[src/bridge_window_status_consts.vh]
// Constants for the bridge window and downstream status configuration registers.
// Assumes dword addresses are byte offsets of aligned configuration dwords.
`ifndef BRIDGE_WINDOW_STATUS_CONSTS_VH
`define BRIDGE_WINDOW_STATUS_CONSTS_VH

// ----------------------------------------------------------------
// Dword offsets
// ----------------------------------------------------------------
`define OFS_IO_WINDOW_DWORD 8'h1c
`define OFS_MEM_WINDOW_DWORD 8'h20

// ----------------------------------------------------------------
// Field positions
// ----------------------------------------------------------------
`define IO_BOTTOM_IND_LSB 0
`define IO_BOTTOM_FIELD_LSB 4
`define IO_TOP_IND_LSB 8
`define IO_TOP_FIELD_LSB 12
`define STS_RSVD_LOW_LSB 16
`define STS_SPEED_BIT 21
`define STS_RSVD_HIGH_BIT 22
`define STS_FAST_B2B_BIT 23
`define STS_DATA_PAR_BIT 24
`define STS_DEVSEL_LSB 25
`define STS_SIG_TABORT_BIT 27
`define STS_RCV_TABORT_BIT 28
`define STS_RCV_MABORT_BIT 29
`define STS_RCV_SERR_BIT 30
`define STS_DET_PERR_BIT 31
`define MEM_BOTTOM_RSVD_LSB 0
`define MEM_BOTTOM_FIELD_LSB 4

// ----------------------------------------------------------------
// Fixed and reset values
// ----------------------------------------------------------------
`define IO_DECODE_32_IND 4'h1
`define MEM_BOTTOM_RSVD_VAL 4'h0
`define STS_FAST_B2B_VAL 1'b1
`define STS_DEVSEL_MEDIUM 2'h1
`define STS_RSVD_VAL 1'b0
`define IO_FIELD_RESET 4'h0
`define MEM_FIELD_RESET 12'h000
`define STATUS_RESET 6'h00
`define IO_LOW_ZERO 12'h000
`define MEM_LOW_ZERO 20'h00000

`endif

[src/status_w1c_bank.v]
// Bank of six sticky status flags, cleared by writing one.
// Assumes set and clear strobes come from logic on the same clock.
`timescale 1ns/1ps
`include "bridge_window_status_consts.vh"

module status_w1c_bank (
  input wire clk,
  input wire srst,
  input wire [5:0] set_evt,
  input wire [5:0] clr_req,
  output wire [5:0] flags
);

  reg [5:0] flags_reg;
  wire [5:0] flags_next;

  // ----------------------------------------------------------------
  // Set wins over clear in the same cycle
  // ----------------------------------------------------------------
  assign flags_next = (flags_reg & ~clr_req) | set_evt;

  always @(posedge clk) begin
    if (srst) begin
      flags_reg <= `STATUS_RESET;
    end else begin
      flags_reg <= flags_next;
    end
  end

  assign flags = flags_reg;

endmodule // status_w1c_bank

[src/bridge_window_status_regs.v]
// Configuration dwords 0x1C and 0x20 of a PCI-to-PCI bridge: I/O window fields,
// downstream status flags and the memory window bottom field.
// Assumes configuration cycles arrive as one-cycle strobes on SYS_CLK, event
// inputs are same-clock pulses, and pin inputs are asynchronous.
//
// Summary of operation
// - I/O top register low nibble reads 1 for 32-bit I/O decoding.
// - Writable 4-bit field gives I/O top address bits 15:12, 4 kB granular.
// - Lower twelve I/O top address bits are zero, not stored.
// - Upper sixteen I/O address bits come from separate upper-half register input.
// - Writing 1 clears a status flag; writing 0 leaves it unchanged.
// - Reserved status bits 20:16 and 22 read zero.
// - 66-MHz capable bit reads the speed strap pin level.
// - Fast back-to-back capable bit always reads 1.
// - Data parity detected sets only as master with parity error and response enabled.
// - Device-select timing field reads constant 01b, medium timing.
// - Signaled target abort sets when target-aborting a downstream master.
// - Received target abort sets when mastering and target abort is received.
// - Received master abort sets when own downstream transaction master-aborts.
// - Received system error sets while downstream system error pin is asserted.
// - Detected parity error sets on downstream address or data parity error.
// - Memory window bottom low nibble is read-only zero.
// - Writable 12-bit field gives memory bottom bits 31:20, 1MB granular.
// - I/O bottom field resets to zero; its low nibble reads 1.
`timescale 1ns/1ps
`include "bridge_window_status_consts.vh"

module bridge_window_status_regs (
  input wire SYS_CLK,
  input wire SRST,
  input wire CFG_WR,
  input wire CFG_RD,
  input wire [7:0] CFG_ADDR,
  input wire [31:0] CFG_WDATA,
  input wire [3:0] UPSTREAM_BYTE_LANE_ENABLES_N,
  input wire [15:0] IO_BASE_UPPER,
  input wire [15:0] IO_LIMIT_UPPER,
  input wire SPEED_STRAP_PIN,
  input wire DOWNSTREAM_PARITY_ERROR_PIN_N,
  input wire DOWNSTREAM_SYSTEM_ERROR_PIN_N,
  input wire SEC_MASTER_ACTIVE,
  input wire PRI_PARITY_ERR,
  input wire PARITY_RESPONSE_EN,
  input wire SEC_TARGET_ABORT_SIGNALED,
  input wire SEC_TARGET_ABORT_RECEIVED,
  input wire SEC_MASTER_ABORT_RECEIVED,
  input wire SEC_ADDR_PARITY_ERR,
  input wire SEC_DATA_PARITY_ERR,
  output wire [31:0] CFG_RDATA,
  output wire CFG_RVALID,
  output wire CFG_HIT,
  output wire [31:0] IO_BASE_ADDR,
  output wire [31:0] IO_LIMIT_ADDR,
  output wire [31:0] MEM_BASE_ADDR,
  output wire SPEED_66_CAPABLE
);

  // ----------------------------------------------------------------
  // Helper functions
  // ----------------------------------------------------------------
  // Byte lane enables are active low
  function lane_on;
    input [3:0] be_n;
    input [1:0] lane;
    begin
      lane_on = ~be_n[lane];
    end
  endfunction

  function dword_match;
    input [7:0] addr;
    input [7:0] ofs;
    begin
      dword_match = (addr[7:2] == ofs[7:2]);
    end
  endfunction

  // Window address: upper half, 4-bit field, low twelve bits held at zero
  function [31:0] io_window_addr;
    input [15:0] upper;
    input [3:0] field;
    begin
      io_window_addr = {upper, field, `IO_LOW_ZERO};
    end
  endfunction

  // ----------------------------------------------------------------
  // Declarations
  // ----------------------------------------------------------------
  reg [3:0] io_bottom_reg;
  reg [3:0] io_bottom_next;
  reg [3:0] io_top_reg;
  reg [3:0] io_top_next;
  reg [11:0] mem_bottom_reg;
  reg [11:0] mem_bottom_next;
  reg [31:0] rdata_reg;
  reg [31:0] rdata_next;
  reg rvalid_reg;
  reg hit_reg;
  reg hit_next;
  reg [31:0] io_base_addr_reg;
  reg [31:0] io_limit_addr_reg;
  reg [31:0] mem_base_addr_reg;

  reg strap_meta_reg;
  reg strap_sync_reg;
  reg perr_n_meta_reg;
  reg perr_n_sync_reg;
  reg serr_n_meta_reg;
  reg serr_n_sync_reg;

  wire sel_io;
  wire sel_mem;
  wire wr_io;
  wire wr_mem;
  wire wr_io_lane0;
  wire wr_io_lane1;
  wire wr_io_lane3;
  wire wr_mem_lane0;
  wire wr_mem_lane1;
  wire [5:0] status_set;
  reg [5:0] status_clr;
  wire [5:0] status_flags;
  reg [31:0] io_dword;
  reg [31:0] mem_dword;
  wire perr_seen;

  // ----------------------------------------------------------------
  // Pin synchronisers
  // ----------------------------------------------------------------
  // Strap resets low so the capability bit claims nothing before the pin is seen;
  // error pins reset to their idle high level so leaving reset raises no event
  always @(posedge SYS_CLK) begin
    if (SRST) begin
      strap_meta_reg <= 1'b0;
      strap_sync_reg <= 1'b0;
      perr_n_meta_reg <= 1'b1;
      perr_n_sync_reg <= 1'b1;
      serr_n_meta_reg <= 1'b1;
      serr_n_sync_reg <= 1'b1;
    end else begin
      strap_meta_reg <= SPEED_STRAP_PIN;
      strap_sync_reg <= strap_meta_reg;
      perr_n_meta_reg <= DOWNSTREAM_PARITY_ERROR_PIN_N;
      perr_n_sync_reg <= perr_n_meta_reg;
      serr_n_meta_reg <= DOWNSTREAM_SYSTEM_ERROR_PIN_N;
      serr_n_sync_reg <= serr_n_meta_reg;
    end
  end

  // ----------------------------------------------------------------
  // Address decode
  // ----------------------------------------------------------------
  assign sel_io = dword_match(CFG_ADDR, `OFS_IO_WINDOW_DWORD);
  assign sel_mem = dword_match(CFG_ADDR, `OFS_MEM_WINDOW_DWORD);
  assign wr_io = CFG_WR & sel_io;
  assign wr_mem = CFG_WR & sel_mem;

  // ----------------------------------------------------------------
  // Per-lane write strobes
  // ----------------------------------------------------------------
  // A lane whose enable is high is left unwritten
  assign wr_io_lane0 = wr_io & lane_on(UPSTREAM_BYTE_LANE_ENABLES_N, 2'd0);
  assign wr_io_lane1 = wr_io & lane_on(UPSTREAM_BYTE_LANE_ENABLES_N, 2'd1);
  assign wr_io_lane3 = wr_io & lane_on(UPSTREAM_BYTE_LANE_ENABLES_N, 2'd3);
  assign wr_mem_lane0 = wr_mem & lane_on(UPSTREAM_BYTE_LANE_ENABLES_N, 2'd0);
  assign wr_mem_lane1 = wr_mem & lane_on(UPSTREAM_BYTE_LANE_ENABLES_N, 2'd1);

  // ----------------------------------------------------------------
  // Writable window fields
  // ----------------------------------------------------------------
  always @* begin
    io_bottom_next = io_bottom_reg;
    io_top_next = io_top_reg;
    mem_bottom_next = mem_bottom_reg;
    if (wr_io_lane0) begin
      io_bottom_next = CFG_WDATA[`IO_BOTTOM_FIELD_LSB +: 4];
    end
    if (wr_io_lane1) begin
      io_top_next = CFG_WDATA[`IO_TOP_FIELD_LSB +: 4];
    end
    if (wr_mem_lane0) begin
      mem_bottom_next[3:0] = CFG_WDATA[`MEM_BOTTOM_FIELD_LSB +: 4];
    end
    if (wr_mem_lane1) begin
      mem_bottom_next[11:4] = CFG_WDATA[`MEM_BOTTOM_FIELD_LSB + 4 +: 8];
    end
  end

  // ----------------------------------------------------------------
  // Window field registers
  // ----------------------------------------------------------------

  always @(posedge SYS_CLK) begin
    if (SRST) begin
      io_bottom_reg <= `IO_FIELD_RESET;
      io_top_reg <= `IO_FIELD_RESET;
      mem_bottom_reg <= `MEM_FIELD_RESET;
    end else begin
      io_bottom_reg <= io_bottom_next;
      io_top_reg <= io_top_next;
      mem_bottom_reg <= mem_bottom_next;
    end
  end

  // ----------------------------------------------------------------
  // Status event sources
  // ----------------------------------------------------------------
  assign perr_seen = ~perr_n_sync_reg | PRI_PARITY_ERR;

  // Bank order: data parity, signaled TA, received TA, received MA,
  // received system error, detected parity error
  // Received target abort counts only while this side is master on the bus
  assign status_set[0] = SEC_MASTER_ACTIVE & perr_seen & PARITY_RESPONSE_EN;
  assign status_set[1] = SEC_TARGET_ABORT_SIGNALED;
  assign status_set[2] = SEC_TARGET_ABORT_RECEIVED & SEC_MASTER_ACTIVE;
  assign status_set[3] = SEC_MASTER_ABORT_RECEIVED;
  assign status_set[4] = ~serr_n_sync_reg;
  assign status_set[5] = SEC_ADDR_PARITY_ERR | SEC_DATA_PARITY_ERR;

  // ----------------------------------------------------------------
  // Status clear terms
  // ----------------------------------------------------------------
  // Only byte lane 3 carries write-one-to-clear flags
  always @* begin
    status_clr = 6'h00;
    if (wr_io_lane3) begin
      status_clr[0] = CFG_WDATA[`STS_DATA_PAR_BIT];
      status_clr[1] = CFG_WDATA[`STS_SIG_TABORT_BIT];
      status_clr[2] = CFG_WDATA[`STS_RCV_TABORT_BIT];
      status_clr[3] = CFG_WDATA[`STS_RCV_MABORT_BIT];
      status_clr[4] = CFG_WDATA[`STS_RCV_SERR_BIT];
      status_clr[5] = CFG_WDATA[`STS_DET_PERR_BIT];
    end
  end

  // ----------------------------------------------------------------
  // Status flag bank
  // ----------------------------------------------------------------
  // Set wins over a clear in the same cycle, so no event is lost
  status_w1c_bank u_status (
    .clk(SYS_CLK),
    .srst(SRST),
    .set_evt(status_set),
    .clr_req(status_clr),
    .flags(status_flags)
  );

  // ----------------------------------------------------------------
  // Dword 0x1C composition
  // ----------------------------------------------------------------
  always @* begin
    io_dword = 32'h00000000;
    io_dword[`IO_BOTTOM_IND_LSB +: 4] = `IO_DECODE_32_IND;
    io_dword[`IO_BOTTOM_FIELD_LSB +: 4] = io_bottom_reg;
    io_dword[`IO_TOP_IND_LSB +: 4] = `IO_DECODE_32_IND;
    io_dword[`IO_TOP_FIELD_LSB +: 4] = io_top_reg;
    io_dword[`STS_RSVD_LOW_LSB +: 5] = 5'h00;
    io_dword[`STS_SPEED_BIT] = strap_sync_reg;
    io_dword[`STS_RSVD_HIGH_BIT] = `STS_RSVD_VAL;
    io_dword[`STS_FAST_B2B_BIT] = `STS_FAST_B2B_VAL;
    io_dword[`STS_DATA_PAR_BIT] = status_flags[0];
    io_dword[`STS_DEVSEL_LSB +: 2] = `STS_DEVSEL_MEDIUM;
    io_dword[`STS_SIG_TABORT_BIT] = status_flags[1];
    io_dword[`STS_RCV_TABORT_BIT] = status_flags[2];
    io_dword[`STS_RCV_MABORT_BIT] = status_flags[3];
    io_dword[`STS_RCV_SERR_BIT] = status_flags[4];
    io_dword[`STS_DET_PERR_BIT] = status_flags[5];
  end

  // ----------------------------------------------------------------
  // Dword 0x20 composition
  // ----------------------------------------------------------------
  // Upper half of this dword belongs to another block and reads zero here
  always @* begin
    mem_dword = 32'h00000000;
    mem_dword[`MEM_BOTTOM_RSVD_LSB +: 4] = `MEM_BOTTOM_RSVD_VAL;
    mem_dword[`MEM_BOTTOM_FIELD_LSB +: 12] = mem_bottom_reg;
  end

  // ----------------------------------------------------------------
  // Read response
  // ----------------------------------------------------------------
  // A read returns the values from before a write taken on the same edge

  always @* begin
    rdata_next = 32'h00000000;
    hit_next = 1'b0;
    if (CFG_RD || CFG_WR) begin
      hit_next = sel_io | sel_mem;
    end
    if (CFG_RD && sel_io) begin
      rdata_next = io_dword;
    end else if (CFG_RD && sel_mem) begin
      rdata_next = mem_dword;
    end
  end

  // ----------------------------------------------------------------
  // Read response registers
  // ----------------------------------------------------------------
  always @(posedge SYS_CLK) begin
    if (SRST) begin
      rdata_reg <= 32'h00000000;
      rvalid_reg <= 1'b0;
      hit_reg <= 1'b0;
    end else begin
      rdata_reg <= rdata_next;
      rvalid_reg <= CFG_RD;
      hit_reg <= hit_next;
    end
  end

  // ----------------------------------------------------------------
  // Forwarding window addresses
  // ----------------------------------------------------------------
  // Window addresses follow the fields one cycle later
  always @(posedge SYS_CLK) begin
    if (SRST) begin
      io_base_addr_reg <= 32'h00000000;
      io_limit_addr_reg <= 32'h00000000;
      mem_base_addr_reg <= 32'h00000000;
    end else begin
      io_base_addr_reg <= io_window_addr(IO_BASE_UPPER, io_bottom_reg);
      io_limit_addr_reg <= io_window_addr(IO_LIMIT_UPPER, io_top_reg);
      mem_base_addr_reg <= {mem_bottom_reg, `MEM_LOW_ZERO};
    end
  end

  // ----------------------------------------------------------------
  // Outputs
  // ----------------------------------------------------------------
  assign CFG_RDATA = rdata_reg;
  assign CFG_RVALID = rvalid_reg;
  assign CFG_HIT = hit_reg;
  assign IO_BASE_ADDR = io_base_addr_reg;
  assign IO_LIMIT_ADDR = io_limit_addr_reg;
  assign MEM_BASE_ADDR = mem_base_addr_reg;
  assign SPEED_66_CAPABLE = strap_sync_reg;

endmodule // bridge_window_status_regs

[config.mk]
export PLATFORM = sky130hd
export DESIGN_NAME = bridge_window_status_regs
export DESIGN_NICKNAME = d
export VERILOG_FILES = /design/src/status_w1c_bank.v /design/src/bridge_window_status_regs.v
export VERILOG_INCLUDE_DIRS = /design/src /design/src/src
export SDC_FILE = /design/constraint.sdc
export NUM_CORES = 1
export LEC_CHECK = 0
export CORE_ASPECT_RATIO = 1.1
export CORE_MARGIN = 8
export CORE_UTILIZATION = 55
export CTS_CLUSTER_DIAMETER = 50
export CTS_CLUSTER_SIZE = 28
export DETAILED_ROUTE_END_ITERATION = 7
export DONT_BUFFER_PORTS = 1
export GPL_ROUTABILITY_DRIVEN = 0
export MAX_ROUTING_LAYER = met4
export PLACE_DENSITY = 0.66
export SETUP_SLACK_MARGIN = 0.02
export SYNTH_ARGS = -nofsm -noshare
export SYNTH_HDL_FRONTEND = slang
export SYNTH_HIERARCHICAL = 1
export SYNTH_SLANG_ARGS = --single-unit
[constraint.sdc]
create_clock -name SYS_CLK -period 1.23 [get_ports SYS_CLK]
set_clock_uncertainty 0.05 [all_clocks]
set_input_delay 0.0615 -clock SYS_CLK [delete_from_list [all_inputs] [get_ports SYS_CLK]]
set_output_delay 0.0615 -clock SYS_CLK [all_outputs]
set_load 0.005 [all_outputs]
=== Word level (Yosys, flattened, before mapping) ===
Index checks and enable logic that the tools add are counted.

* Flip-flop bits (word level): 162
* Input bits: 91
* Output and inout bits: 131
* Word-level logic and storage cells: 56

* Equality and inequality tests: 2
* Multiplexer cells: 3
* Bitwise gates (word level): 23
* Reductions and logical operators: 6

{| class="wikitable"
|+ Operators with widths
! cell !! count
|-
| 32-bit two-way mux || 1
|-
| 16-bit two-way mux || 1
|-
| 1-bit AND || 10
|-
| 1-bit NOT || 7
|-
| 6-bit AND || 1
|-
| 6-bit by 3-bit == test with 1-bit output, second input constant || 1
|-
| 6-bit by 4-bit == test with 1-bit output, second input constant || 1
|-
| 6-bit two-way mux || 1
|-
| 6-bit NOT || 1
|-
| 6-bit OR || 1
|-
| 2-bit OR reduction || 2
|-
| 1-bit OR || 3
|-
| 3-bit OR reduction || 1
|-
| 1-bit logical AND || 2
|-
| 1-bit logical OR || 1
|}

=== Longest topological paths before layout ===
Gate-level depths: netlist of run 1.

* Depth in word-level cells: 7
* Mapped depth: 5
* Depth with buffers taken out: 5

=== By module ===
The synthesis of run 1 kept the hierarchy.

{| class="wikitable"
|+ By module, submodules not included
! module !! instances !! cells each !! area an instance (um^2) !! sequential area each (um^2)
|-
| bridge_window_status_regs || 1 || 329 || 3530.9 || 2001.9
|-
| status_w1c_bank || 1 || 24 || 255.2 || 120.1
|}

=== Worst setup path before layout of run 1 ===
No wires, ideal clock.

* Kind: input -> register
* From: input port CFG_ADDR[4]
* To: register mem_bottom_reg[4]
* Library setup time: 123 ps
* Arrival: 908 ps
* Data required time: 1057 ps
* Setup slack: 149 ps
* Cell stages on the path: 3
* Path buffers: 0
* Cell sequence: nor4b_4 > nand2_4 > mux2_1

* Cells in the longest elaborated chain, start to end: 3

{| class="wikitable"
|+ Ends and longest elaborated chain
! item !! RTL line !! source
|-
| from (decl) || bridge_window_status_regs.v:33 || <nowiki>input wire [7:0] CFG_ADDR,</nowiki>
|-
| 6-bit by 4-bit == test with 1-bit output || bridge_window_status_regs.v:74 || <nowiki>dword_match = (addr[7:2] == ofs[7:2]);</nowiki>
|-
| 1-bit AND || bridge_window_status_regs.v:157 || <nowiki>assign wr_mem = CFG_WR & sel_mem;</nowiki>
|-
| 1-bit AND || bridge_window_status_regs.v:167 || <nowiki>assign wr_mem_lane1 = wr_mem & lane_on(UPSTREAM_BYTE_LANE_ENABLES_N, 2'd1);</nowiki>
|-
| to (signal assigned) || bridge_window_status_regs.v:198 || <nowiki>mem_bottom_reg <= `MEM_FIELD_RESET;</nowiki>
|-
| to (signal assigned) || bridge_window_status_regs.v:202 || <nowiki>mem_bottom_reg <= mem_bottom_next;</nowiki>
|-
| to (decl) || bridge_window_status_regs.v:94 || <nowiki>reg [11:0] mem_bottom_reg;</nowiki>
|}

No other way between the ends.
A chain may end at the register's enable or synchronous reset.

=== Worst setup path in the final report of run 1 ===
* From: input port IO_BASE_UPPER[10]
* To: register io_base_addr_reg[26], in the netlist IO_BASE_ADDR[26]

{| class="wikitable"
|+ RTL lines
! item !! RTL line !! source
|-
| from (decl) || bridge_window_status_regs.v:36 || <nowiki>input wire [15:0] IO_BASE_UPPER,</nowiki>
|-
| to (signal assigned) || bridge_window_status_regs.v:324 || <nowiki>io_base_addr_reg <= io_window_addr(IO_BASE_UPPER, io_bottom_reg);</nowiki>
|-
| to (decl) || bridge_window_status_regs.v:101 || <nowiki>reg [31:0] io_base_addr_reg;</nowiki>
|}

No word-level cell between the ends.

==> results by stage, run 1 <==
Synth:
- The post-synthesis area per instance is approximately 11 um^2.
- In the synthesized netlist, the number of instances is approximately 350.
- In the synthesized netlist, mux cells make up around 5.4% of the area.
- The area share of and/or/nand/nor cells after synthesis is between 20% and 30%.
- The number of warnings issued by yosys is 6.
- The largest family of logic cells by synthesized area is simple AND/OR/NAND/NOR gates.
- The summed instance area of the synthesized netlist is 3790 um^2.
- The share of the synthesized netlist area taken by xor and xnor gates is 0%.
- The share of the Yosys chip area taken by registers is between 50% and 60%.
- The number of distinct standard cells referenced by the synthesized netlist is 25.
- The area share of fa/ha/maj cells after synthesis is 0%.
- The synthesized-area fraction occupied by ao, oa, aoi and oai cells is under 10%.
- Synthesis inferred about 110 register bits.

Power and ir drop:
- The static leakage power is around 0.0022 uW.
- The switching power summed over all nets is between 1000 and 1500 uW.
- Of the total power, combinational logic draws ~7.2%.
- Across the VDD grid, the largest voltage drop is 0.000983 V.
- The fraction of power spent switching nets is between 20 and 25%.
- Internal power comes to 4560 uW.
- The power per cell area is about 1300 nW/um^2.
- The relative contribution of the clock network to total power is 32.1%.
- The sequential share of power is 60.7%.

Global route:
- For met2 alone, demand over resource in global routing was between 30% and 40%.
- Global routing used about a fifth of the available met1 tracks.
- The global-route usage over all layers is a little under a fifth.
- The initial antenna violation count is 0.
- The first global-routing pass estimated roughly 13,000 um of wire.
- For this run, global-route usage on met3 was measured as under 10%.
- The global routing stage identified its most utilized layer as met2.
- The via count of the first global-routing pass is between 2,000 and 3,000.
- The global route total overflow is 0.
- The maximum number of pins on one net before global-route repair is between 40 and 50.

Die:
- Once the floorplan was initialized, standard cells occupied 57.1% of the core.
- Measured along the x axis, the die boundary spans 95.1 um.
- The die outline height is ~100 um.
- The total number of placement rows is 31.
- The die covers around 9800 um^2.
- The core area is 6630 um^2.
- The I/O pin count is around 220.

Cells and area:
- The number of antenna diodes is 0.
- The number of filler cells placed in the layout is slightly below 500.
- The final standard cell count with taps included and fillers excluded is about 520.
- Leaving out fill and tap cells, the most frequent cells in the layout are dfxtp_1 (106), dlygate4sd3_1 (77), conb_1 (54), nor2b_1 (42).
- The final instance area is around 4700 um^2.
- For this run, the post-layout net count is about 530.
- At the end of the flow the core is filled with cells to 70.2%.
- The layout cell share with drive strength beyond 1 is 8.60%.
- The library cell used most frequently in the layout, excluding fill and tap cells, is dfxtp_1.
- The area added between synthesis and finish is 23.0%.

Timing:
- The number of pins exceeding their max-slew limit in the final report is 0.
- Setup violations remaining at the end of the flow were counted as 0.
- The count of endpoints failing hold in the final timing report came to 0.
- The worst path uses between 90 and 100% of the clock period.
- Derived from the worst setup path, the maximum achievable clock frequency is 0.876 GHz.
- After layout, the minimum clock period comes to between 1000 and 1500 ps.
- The smallest setup slack after layout is between 80 and 90 ps.
- The tightest hold path in the finished design has a slack of 18.2 ps.
- Setup repair after global routing left no endpoint under its margin.

Clock tree:
- The root buffer cell chosen for the clock tree is clkbuf_8.
- The worst-case clock buffer depth is 2.
- The clock tree from TritonCTS is built.
- In this run the post-CTS setup repair buffer count came out at 0.
- The clock buffer count from CTS is 9.
- The clock latency on the worst-skew pair is about 350 ps.
- The CTS H-tree depth is 3.
- Counting every sink on the clock net gives 106.
- The register clock-pin slew on the reported worst setup and hold paths is around 90 ps.

Job:
- The count of maximum capacitance violations is 0.

Detailed routing:
- The detail route stage leaves a number of antenna-violating nets equal to 0.
- The total number of vias is roughly 2,400.
- The post-detailed-routing wire length is between 9000 and 10,000 um.
- The number of DRC markers after the initial detailed-route iteration is 57.
- The via density per instance is ~4.6.
- The detailed-router iteration count before antenna repair is 4.
- The residual DRC count is 0.
- After detailed routing, the average wire length per cell comes to ~17 um.

Critical path:
- The worst setup path is launched from a primary input.
- In this run the worst path has a maximum fanout of 1.
- The kind of end point of the critical path is a register.
- The endpoint identified for the worst register-to-register timing path is mem_bottom_reg[6]$_SDFFE_PP0P_.
- STA puts the critical path data required time at 1420 ps.
- The reg-to-reg setup timing slack is roughly 340 ps.
- The number of cells on the worst reg-to-reg path is 2.
- The kind of critical path is in -> reg.
- The start of the worst register-to-register path is mem_bottom_reg[6]$_SDFFE_PP0P_.
- Data arrives at the worst endpoint at roughly 1300 ps.

Placement:
- The setup slack at placement is a little over 20 ps.
- The cell area after placement is around 3700 um^2.
- In this run the tool buffered the top-level ports with 0 buffer cells.
- Detailed placement ended at an HPWL of 5820 um.
- The number of cells after detailed placement is approximately 430.

Min path:
- In this run the worst hold path is classified as in -> reg.
- The worst hold path cell count is 2.
- The worst hold path terminates at perr_n_sync_reg$_SDFF_PP1_.
- The startpoint of the most critical hold path is SRST.

Status:
- The flow ran to the end, and the final reports show no timing, DRC or antenna violations.
area by class of cell:
cell class | instances | area (um^2) | area share (%)
Sequential cell | 106 | 2120 | 45.6
Multi-Input combinational cell | 210 | 1310 | 28.2
Timing Repair Buffer | 86 | 856 | 18.4
Clock buffer | 12 | 145 | 3.12
Tap cell | 82 | 103 | 2.20
Inverter | 24 | 90.1 | 1.93
Clock inverter | 4 | 27.5 | 0.591
critical path: stages:
cell           delay, ps
dlygate4sd3_1        560
nor2b_1              140
dlygate4sd3_1        570
layer usage:
layer / share of wire [%] / routed length [um] / vias to the layer above
li1: - / - / 1159
met1: 36 / 3310 / 1094
met2: 50 / 4610 / 145
met3: 11 / 1040 / 14
met4: 2.0 / 180 / 0
met5: 0 / 0 / -
power by group through the flow:
stage	clock [uW]	sequential (uW)	combinational, uW
2_1_floorplan	0	3630	299
3_3_place_gp	0	3640	171
3_5_place_dp	0	3640	175
4_1_cts	1920	3560	401
5_1_grt	2070	3570	464
6_report	1880	3560	425
worst max-delay path by stage:
| stage | startpoint | cells after the start | endpoint | slack, ps |
|---|---|---|---|---|
| after floorplan | CFG_ADDR[4] | 3 | mem_bottom_reg[4]$_SDFFE_PP0P_ | 150 |
| after global placement | CFG_ADDR[7] | 4 | mem_bottom_reg[3]$_SDFFE_PP0P_ | -20 |
| after detailed placement | CFG_ADDR[7] | 4 | mem_bottom_reg[2]$_SDFFE_PP0P_ | 20 |
| after CTS | CFG_RD | 3 | CFG_RVALID$_SDFF_PP0_ | 80 |
| after global routing | SRST | 4 | mem_bottom_reg[7]$_SDFFE_PP0P_ | 80 |
| final | IO_BASE_UPPER[10] | 3 | IO_BASE_ADDR[26]$_SDFF_PP0_ | 90 |
synth_stat cells (all sizes together):
| cell | instances | area, um^2 |
|---|---|---|
| conb | 1 | 3.75 |
| dfxtp | 106 | 2120 |
| inv | 24 | 90.1 |
| mux2i | 16 | 160 |
| or2 | 5 | 31.3 |
| and4b | 2 | 20.0 |
| and3 | 4 | 25.0 |
| nor4b | 3 | 47.5 |
| buf | 59 | 435 |
| nor2 | 10 | 37.5 |
| o221a | 1 | 11.3 |
| nand2 | 6 | 30.0 |
| and2 | 15 | 93.8 |
| mux2 | 4 | 45.0 |
| a22oi | 8 | 60.1 |
| nor3 | 1 | 5.00 |
| nand2b | 30 | 233 |
| a21oi | 8 | 40.0 |
| clkbuf | 7 | 26.3 |
| nor2b | 43 | 269 |
logic make-up after synthesis:
| group | Yosys count |
|---|---|
| flops | 106 |
| compound gates | 17 |
| other cells | 1 |
| buf+inv | 90 |
| simple gates | 119 |
| mux | 20 |
per-stage QoR:
stage	setup TNS (ps)	power, uW
after floorplan	0	3930
after global placement	-75.9	3810
after detailed placement	0	3820
after CTS	0	5880
after global routing	0	6110
final	0	5870
timing repair:
action                     in CTS  in global routing
setup endpoints to repair       0                  1
hold buffers                   79                  0
hold endpoints to repair       89                  0
gates resized for setup         0                  2
Power figures use the tool's default switching activity.
==> run 2: changes to the inputs <==
--- a/config.mk
+++ b/config.mk
@@ -6,16 +6,17 @@
 export SDC_FILE = /design/constraint.sdc
 export NUM_CORES = 1
 export LEC_CHECK = 0
+export ABC_AREA = 1
 export CORE_ASPECT_RATIO = 1.1
 export CORE_MARGIN = 8
-export CORE_UTILIZATION = 55
+export CORE_UTILIZATION = 60
 export CTS_CLUSTER_DIAMETER = 50
 export CTS_CLUSTER_SIZE = 28
 export DETAILED_ROUTE_END_ITERATION = 7
 export DONT_BUFFER_PORTS = 1
 export GPL_ROUTABILITY_DRIVEN = 0
 export MAX_ROUTING_LAYER = met4
-export PLACE_DENSITY = 0.66
+export PLACE_DENSITY = 0.72
 export SETUP_SLACK_MARGIN = 0.02
 export SYNTH_ARGS = -nofsm -noshare
 export SYNTH_HDL_FRONTEND = slang
==> run 2 against run 1 <==
Against the previous run: via count rose by 25%; total power grew 6.7%; flip-flop and latch count unchanged; critical path type unchanged; largest power group unchanged; highest routed layer unchanged.
==> results by stage, run 2 <==
Status:
- Run status: finished, final reports clean (unchanged).

Min path:
- The worst hold path cell count is 4 (was 2).
- The startpoint of the most critical hold path is SRST (unchanged).
- The terminating pin of the worst hold path is CFG_RDATA[8]$_SDFF_PP0_ (was perr_n_sync_reg$_SDFF_PP1_).
- The classification of the worst-slack hold path is in -> reg (unchanged).

Global route:
- The first-pass GRT wire length came to 16,600 um (was 13,300 um).
- The global-route usage over all layers was 23.5% (was 18.6%).
- The global route total overflow is 0 (unchanged).
- The initial antenna violation count came to 0 (unchanged).
- The maximum number of pins on one net before global-route repair was 33 (was 49).
- The via count of the first global-routing pass is 3,285 (was 2,575).

Placement:
- The cell area after placement came to 3740 um^2 (was 3680 um^2).
- The HPWL after detailed placement is 6400 um (was 5820 um).
- The number of buffers added on ports is 0 (unchanged).

Clock tree:
- The CTS H-tree depth came to 3 (unchanged).
- The clock tree from TritonCTS is built (unchanged).
- The register clock-pin slew on the reported worst setup and hold paths was 100 ps (was 90 ps).
- The clock buffer count from CTS is 9 (unchanged).
- The sink count of the clock tree is 106 (unchanged).
- The worst-case clock buffer depth is 2 (unchanged).
- The clock latency on the worst-skew pair is 370 ps (was 350 ps).
- The clock tree root driver cell is clkbuf_8 (unchanged).

Critical path:
- The kind of launch point of the worst setup path is a primary input (unchanged).
- The kind of end point of the critical path is a register (unchanged).
- The reg-to-reg setup timing slack came to 60 ps (was 340 ps).
- The start of the worst register-to-register path is io_top_reg[3]$_SDFFE_PP0P_ (was mem_bottom_reg[6]$_SDFFE_PP0P_).
- The reg-to-reg critical path endpoint is IO_LIMIT_ADDR[15]$_SDFF_PP0_ (was mem_bottom_reg[6]$_SDFFE_PP0P_).
- The data arrival at the endpoint of the critical path is 1400 ps (was 1330 ps).
- The number of cells on the worst reg-to-reg path was 3 (was 2).
- The kind of critical path is in -> reg (unchanged).
- The critical-path maximum fanout is 1 (unchanged).
- The data required time at the worst endpoint is 1440 ps (was 1420 ps).

Timing:
- The number of pins exceeding their max-slew limit in the final report is 0 (unchanged).
- The period utilization was 97.2% (was 92.8%).
- The minimum clock period is 1200 ps (was 1140 ps).
- The highest attainable clock frequency is 0.837 GHz (was 0.876 GHz).
- Setup repair after global routing missed its margin: no (unchanged).
- The count of endpoints failing hold in the final timing report was 0 (unchanged).
- The total of endpoints with negative setup slack in the final report came to 0 (unchanged).
- The final sum of negative setup slack is 0 ps (unchanged).

Die:
- The width of the chip came to 92.8 um (was 95.1 um).
- The die outline height came to 100 um (was 103 um).
- The total number of placement rows is 30 (was 31).
- The I/O pin count came to 222 (unchanged).
- The core area is 6230 um^2 (was 6630 um^2).
- The die footprint is 9320 um^2 (was 9800 um^2).
- The initial core utilization is 62.4% (was 57.1%).

Synth:
- Cell types with the highest counts after synthesis: nor2_1 (108), dfxtp_1 (106), inv_1 (102) (was dfxtp_1 (106), buf_4 (56), nor2b_1 (43)).
- The post-synthesis area per instance came to 8.04 um^2 (was 10.7 um^2).
- The cell accounting for the most synthesized area is dfxtp_1 (unchanged).
- The number of enable-type register cells in the synthesized netlist is 0 (unchanged).
- The share of the synthesized area in the top cell type is 54.5% (was 56.0%).
- The summed instance area of the synthesized netlist is 3890 um^2 (was 3790 um^2).
- The number of distinct standard cells referenced by the synthesized netlist is 25 (unchanged).
- The most numerous cell in the Yosys netlist is nor2_1 (was dfxtp_1).
- The number of synthesized register bits is 106 (unchanged).
- The count of mapped cells out of synthesis is 484 (was 353).
- The fraction of synthesis flops using an asynchronous set or reset pin was 0% (unchanged).
- The primary flip-flop cell chosen by synthesis mapping was dfxtp_1 (unchanged).
- Dominant cells by area after synthesis: dfxtp_1 (55%), buf_4 (11%), nor2_1 (10%), inv_1 (9.8%), nand2_1 (4.7%) (was dfxtp_1 (56%), buf_4 (11%), nor2b_1 (7.1%), mux2i_1 (4.2%), nand2b_1 (4.0%)).
- The number of warnings issued by yosys is 6 (unchanged).
- The share of the yosys chip area belonging to registers is 54.5% (was 56.0%).

Power and ir drop:
- The power per cell area is 1280 nW/um^2 (was 1260 nW/um^2).
- The fraction of power spent switching nets is 23.7% (was 22.3%).
- The relative contribution of the clock network to total power is 35.4% (was 32.1%).
- The combinational share of power is 7.7% (was 7.2%).
- The static leakage power is 0.00244 uW (was 0.00224 uW).
- The maximum vdd drop is 0.000906 V (was 0.000983 V).
- The switching power summed over all nets is 1490 uW (was 1310 uW).
- The sequential share of power is 56.9% (was 60.7%).
- The internal power consumption was 4780 uW (was 4560 uW).

Cells and area:
- The commonest non-fill, non-tap cell in the layout is nor2_1 (was dfxtp_1).
- The area added between synthesis and finish was 25.7% (was 23.0%).
- The number of filler cells placed in the layout was 419 (was 491).
- The post-layout net count came to 667 (was 528).
- The area taken by multi-input logic gates came to 1110 um^2 (was 1310 um^2).
- The register area is 2120 um^2 (unchanged).
- Leading cell types in the layout, fill and taps excluded: nor2_1 (107), dfxtp_1 (106), inv_1 (102), dlygate4sd3_1 (87), conb_1 (54) (was dfxtp_1 (106), dlygate4sd3_1 (77), conb_1 (54), nor2b_1 (42)).
- The layout cell share with drive strength beyond 1 is 6.71% (was 8.60%).
- The final instance area is 4890 um^2 (was 4660 um^2).

Detailed routing:
- The total number of vias is 3,020 (was 2,412).
- The number of DRC markers after the initial detailed-route iteration was 109 (was 57).
- The post-detailed-routing wire length is 10,900 um (was 9140 um).
- The average wire per standard cell is 16.5 um (was 17.4 um).
- The via density per instance is 4.56 (was 4.60).
- The residual DRC count came to 0 (unchanged).
- The count of nets left with antenna violations after detail routing is 0 (unchanged).
- The detailed-router iteration count before antenna repair is 5 (was 4).

Job:
- The count of maximum capacitance violations is 0 (unchanged).
-- run 2: cells by family after synthesis --
kind of cell / share of synthesized area (%)
buffers and inverters: 22.3
AOI/OAI and AO/OA: 2.19
and+or+nand+nor: 20.9
DFF: 54.5
other: 0.0964
-- run 2: worst max path at each step --
stage	start	slack, ps	cells past startpoint	end
after floorplan	CFG_ADDR[5]	250	10	u_status/flags[0]$_SDFF_PP0_
after global placement	CFG_ADDR[5]	30	10	u_status/flags[3]$_SDFF_PP0_
after detailed placement	CFG_ADDR[5]	-40	10	u_status/flags[2]$_SDFF_PP0_
after CTS	DOWNSTREAM_SYSTEM_ERROR_PIN_N	40	3	serr_n_meta_reg$_SDFF_PP1_
after global routing	io_top_reg[3]$_SDFFE_PP0P_	20	3	IO_LIMIT_ADDR[15]$_SDFF_PP0_
final	DOWNSTREAM_PARITY_ERROR_PIN_N	30	3	perr_n_meta_reg$_SDFF_PP1_
-- run 2: critical path, cell delays in order --
cell and delay (ps):
dlygate4sd3_1 520, or2_2 260, dlygate4sd3_1 560
-- run 2: power by group through the flow --
stage                     registers, uW  clock network, uW  logic (uW)
after floorplan                    3620                  0         321
after CTS                          3560               2230         444
after global placement             3640                  0         188
after global routing               3570               2410         531
after detailed placement           3640                  0         199
final                              3560               2220         483
-- run 2: layout make-up --
| class | count | area share (%) |
|---|---|---|
| antenna | 1 | 0.0512 |
| inverter | 103 | 7.91 |
| tap | 80 | 2.05 |
| multi-input combinational | 261 | 22.7 |
| clock buffer | 10 | 2.81 |
| clock inverter | 6 | 1.46 |
| sequential | 106 | 43.4 |
| timing repair buffer | 95 | 19.7 |
-- run 2: stage by stage --
stage	power (uW)	worst slack (ps)	utilization, %	instances	hold slack [ps]
after floorplan	3950	248	-	537	80.6
after global placement	3830	32.3	60.0	554	89.5
after detailed placement	3840	-44.9	60.0	554	94.1
after CTS	6230	35.9	78.2	660	-74.7
after global routing	6520	20.5	78.4	661	16.0
final	6260	34.6	78.5	662	11.8
-- run 2: what timing repair did --
| action | in CTS | in global routing |
|---|---|---|
| endpoints found under the hold margin | 98 | 3 |
| hold buffers | 90 | 1 |
| buffers inserted | 0 | 1 |
| gates resized for setup | 0 | 3 |
| setup endpoints to repair | 0 | 14 |
-- run 2: metal layers --
| metal | track usage [%] | routed length [um] | vias up |
|---|---|---|---|
| li1 | - | - | 1463 |
| met1 | 22.8 | 4040 | 1379 |
| met2 | 43.7 | 5920 | 158 |
| met3 | 6.26 | 735 | 20 |
| met4 | 8.44 | 219 | 0 |
| met5 | - | 0 | - |
==> run 3: changes to the inputs <==
--- a/config.mk
+++ b/config.mk
@@ -6,7 +6,7 @@
 export SDC_FILE = /design/constraint.sdc
 export NUM_CORES = 1
 export LEC_CHECK = 0
-export ABC_AREA = 1
+export ABC_AREA = 0
 export CORE_ASPECT_RATIO = 1.1
 export CORE_MARGIN = 8
 export CORE_UTILIZATION = 60
==> run 3 against run 2 <==
Against the previous run: the run now ends with hold timing left; critical path depth stayed put; cell count down 21%; sequential share of layout area grew 2.0 points; die area fell by 2.3%; combinational power shrank 11%; non-clock buffer count shrank 7; flip-flop and latch count stayed put; first-iteration DRC count down 21%; routed wire length is 15% lower; register-to-register slack is essentially flat; highest routed layer unchanged.
==> results by stage, run 3 (synthesized netlist as in run 1, its figures left out) <==
Critical path:
- The reg-to-reg setup timing slack is 60 ps (about the same).
- The start of the worst register-to-register path is strap_meta_reg$_SDFF_PP0_ (was io_top_reg[3]$_SDFFE_PP0P_).
- The kind of launch point of the worst setup path is a primary input (unchanged).
- The data arrival at the endpoint of the critical path is 1360 ps (was 1400 ps).
- The kind of end point of the critical path is a register (unchanged).
- The reg-to-reg critical path endpoint is SPEED_66_CAPABLE$_SDFF_PP0_ (was IO_LIMIT_ADDR[15]$_SDFF_PP0_).
- The number of cells on the worst reg-to-reg path is 2 (was 3).
- The data required time at the worst endpoint was 1410 ps (was 1440 ps).
- The kind of critical path is in -> reg (unchanged).
- The critical-path maximum fanout is 1 (unchanged).

Cells and area:
- The number of antenna diodes came to 0 (was 1).
- The final standard cell utilization of the core came to 76.0% (was 78.5%).
- Leading cell types in the layout, fill and taps excluded: dfxtp_1 (106), dlygate4sd3_1 (81), conb_1 (54), nor2b_1 (43) (was nor2_1 (107), dfxtp_1 (106), inv_1 (102), dlygate4sd3_1 (87), conb_1 (54)).
- The area added between synthesis and finish is 23.6% (was 25.7%).
- The commonest non-fill, non-tap cell in the layout is dfxtp_1 (was nor2_1).
- The layout cell share with drive strength beyond 1 came to 8.56% (was 6.71%).
- The post-layout net count is 530 (was 667).

Die:
- The die outline height is 99.3 um (was 100 um).
- The width of the chip is 91.7 um (was 92.8 um).
- The total number of placement rows is 30 (unchanged).
- The core area was 6160 um^2 (was 6230 um^2).
- The initial core utilization is 61.5% (was 62.4%).
- The die footprint is 9110 um^2 (was 9320 um^2).
- The I/O pin count is 222 (unchanged).

Detailed routing:
- The total number of vias came to 2,458 (was 3,020).
- The residual DRC count is 0 (unchanged).
- The average wire per standard cell came to 17.7 um (was 16.5 um).
- The detailed-router iteration count before antenna repair was 4 (was 5).
- The count of nets left with antenna violations after detail routing is 0 (unchanged).
- The number of DRC markers after the initial detailed-route iteration is 86 (was 109).
- The post-detailed-routing wire length is 9250 um (was 10,900 um).
- The via density per instance came to 4.69 (was 4.56).

Global route:
- The global-route usage over all layers came to 20.6% (was 23.5%).
- The global route total overflow came to 0 (unchanged).
- The via count of the first global-routing pass came to 2,736 (was 3,285).
- The initial antenna violation count came to 0 (unchanged).
- The maximum number of pins on one net before global-route repair was 51 (was 33).
- The first-pass GRT wire length is 14,400 um (was 16,600 um).

Timing:
- Setup repair after global routing missed its margin: no (unchanged).
- The count of endpoints failing hold in the final timing report came to 4 (was 0).
- The minimum clock period is 1170 ps (was 1200 ps).
- The final hold slack is -45.4 ps (was 11.8 ps).
- The total of endpoints with negative setup slack in the final report is 0 (unchanged).
- The period utilization came to 95.5% (was 97.2%).
- The highest attainable clock frequency came to 0.852 GHz (was 0.837 GHz).
- The number of pins exceeding their max-slew limit in the final report is 0 (unchanged).

Power and ir drop:
- The static leakage power is 0.00225 uW (was 0.00244 uW).
- The power per cell area was 1270 nW/um^2 (was 1280 nW/um^2).
- The overall power is 5930 uW (was 6260 uW).
- The maximum vdd drop is 0.000925 V (was 0.000906 V).

Clock tree:
- The number of gates given a new drive strength after cts is 0 (unchanged).
- The sink count of the clock tree is 106 (unchanged).
- The clock latency on the worst-skew pair came to 350 ps (was 370 ps).
- The buffers inserted during post-CTS setup optimization is 0 (unchanged).
- The clock tree root driver cell is clkbuf_8 (unchanged).
- The count of hold buffers inserted by post-cts repair is 82 (was 90).
- The clock tree from TritonCTS is built (unchanged).
- The register clock-pin slew on the reported worst setup and hold paths is 100 ps (about the same).
- The worst-case clock buffer depth was 2 (unchanged).
- The CTS H-tree depth is 3 (unchanged).
- The clock buffer count from CTS came to 9 (unchanged).

Placement:
- The HPWL after detailed placement is 5850 um (was 6400 um).
- The number of buffers added on ports is 0 (unchanged).

Min path:
- The terminating pin of the worst hold path is mem_bottom_reg[5]$_SDFFE_PP0P_ (was CFG_RDATA[8]$_SDFF_PP0_).
- The startpoint of the most critical hold path is CFG_ADDR[4] (was SRST).
- The worst hold path cell count came to 3 (was 4).
- The classification of the worst-slack hold path is in -> reg (unchanged).

Job:
- The count of maximum capacitance violations is 0 (unchanged).

Status:
- The final reports fail on hold timing.
- Run status: complete, but fails checks (was finished, final reports clean).
run 3: cell types whose count changed in the layout (fill, tap and decap cells not counted), sizes merged, moves of 15 or more:
cell / before / now
inv: 105 / 25
mux2i: 0 / 16
nor2b: 0 / 43
nor2: 114 / 10
nand2: 50 / 6
and2: 0 / 15
nand2b: 0 / 30
run 3: final cells by class:
cell class	count	area, um^2
clock buffer	10	138
clock inverter	6	41.3
fill	391	1480
inverter	24	90.1
multi-input combinational	210	1310
sequential	106	2120
tap	80	100
timing repair buffer	88	876
run 3: metal layers:
layer	wire length (um)	GRT usage (%)	up-vias
met5	0	-	-
met4	147	7.57	0
met3	862	7.23	12
met2	4800	36.7	132
met1	3450	20.3	1150
li1	-	-	1164
run 3: worst max-delay path by stage:
stage                         startpoint                             end  slack, ps
2_1_floorplan                CFG_ADDR[4]  mem_bottom_reg[4]$_SDFFE_PP0P_        150
4_1_cts                           CFG_RD           CFG_RVALID$_SDFF_PP0_         80
3_5_place_dp                 CFG_ADDR[5]    u_status/flags[1]$_SDFF_PP0_         40
5_1_grt        strap_meta_reg$_SDFF_PP0_     SPEED_66_CAPABLE$_SDFF_PP0_         50
6_report               IO_LIMIT_UPPER[8]    IO_LIMIT_ADDR[24]$_SDFF_PP0_         60
3_3_place_gp                 CFG_ADDR[7]   io_bottom_reg[2]$_SDFFE_PP0P_        -80
run 3: metrics by stage:
| step | area [um^2] | setup WS [ps] | TNS, ps | hold slack [ps] | instances |
|---|---|---|---|---|---|
| after global routing | 4680 | 46.0 | 0 | -48.1 | 524 |
| after CTS | 4680 | 78.5 | 0 | -54.9 | 524 |
| final | 4680 | 55.8 | 0 | -45.4 | 524 |
| after floorplan | 3990 | 149 | 0 | 80.6 | 406 |
| after global placement | 3670 | -76.2 | -587 | 92.0 | 426 |
| after detailed placement | 3670 | 35.2 | 0 | 91.6 | 426 |
run 3: power by group:
part | internal, uW | switching, uW | total, uW
sequential | 3510 | 51.2 | 3560
clock | 792 | 1150 | 1940
combinational | 260 | 171 | 430
total | 4570 | 1370 | 5930
run 3: worst max-delay path, stage by stage:
cell           delay, ps
dlygate4sd3_1        560
nor2b_1              150
dlygate4sd3_1        580
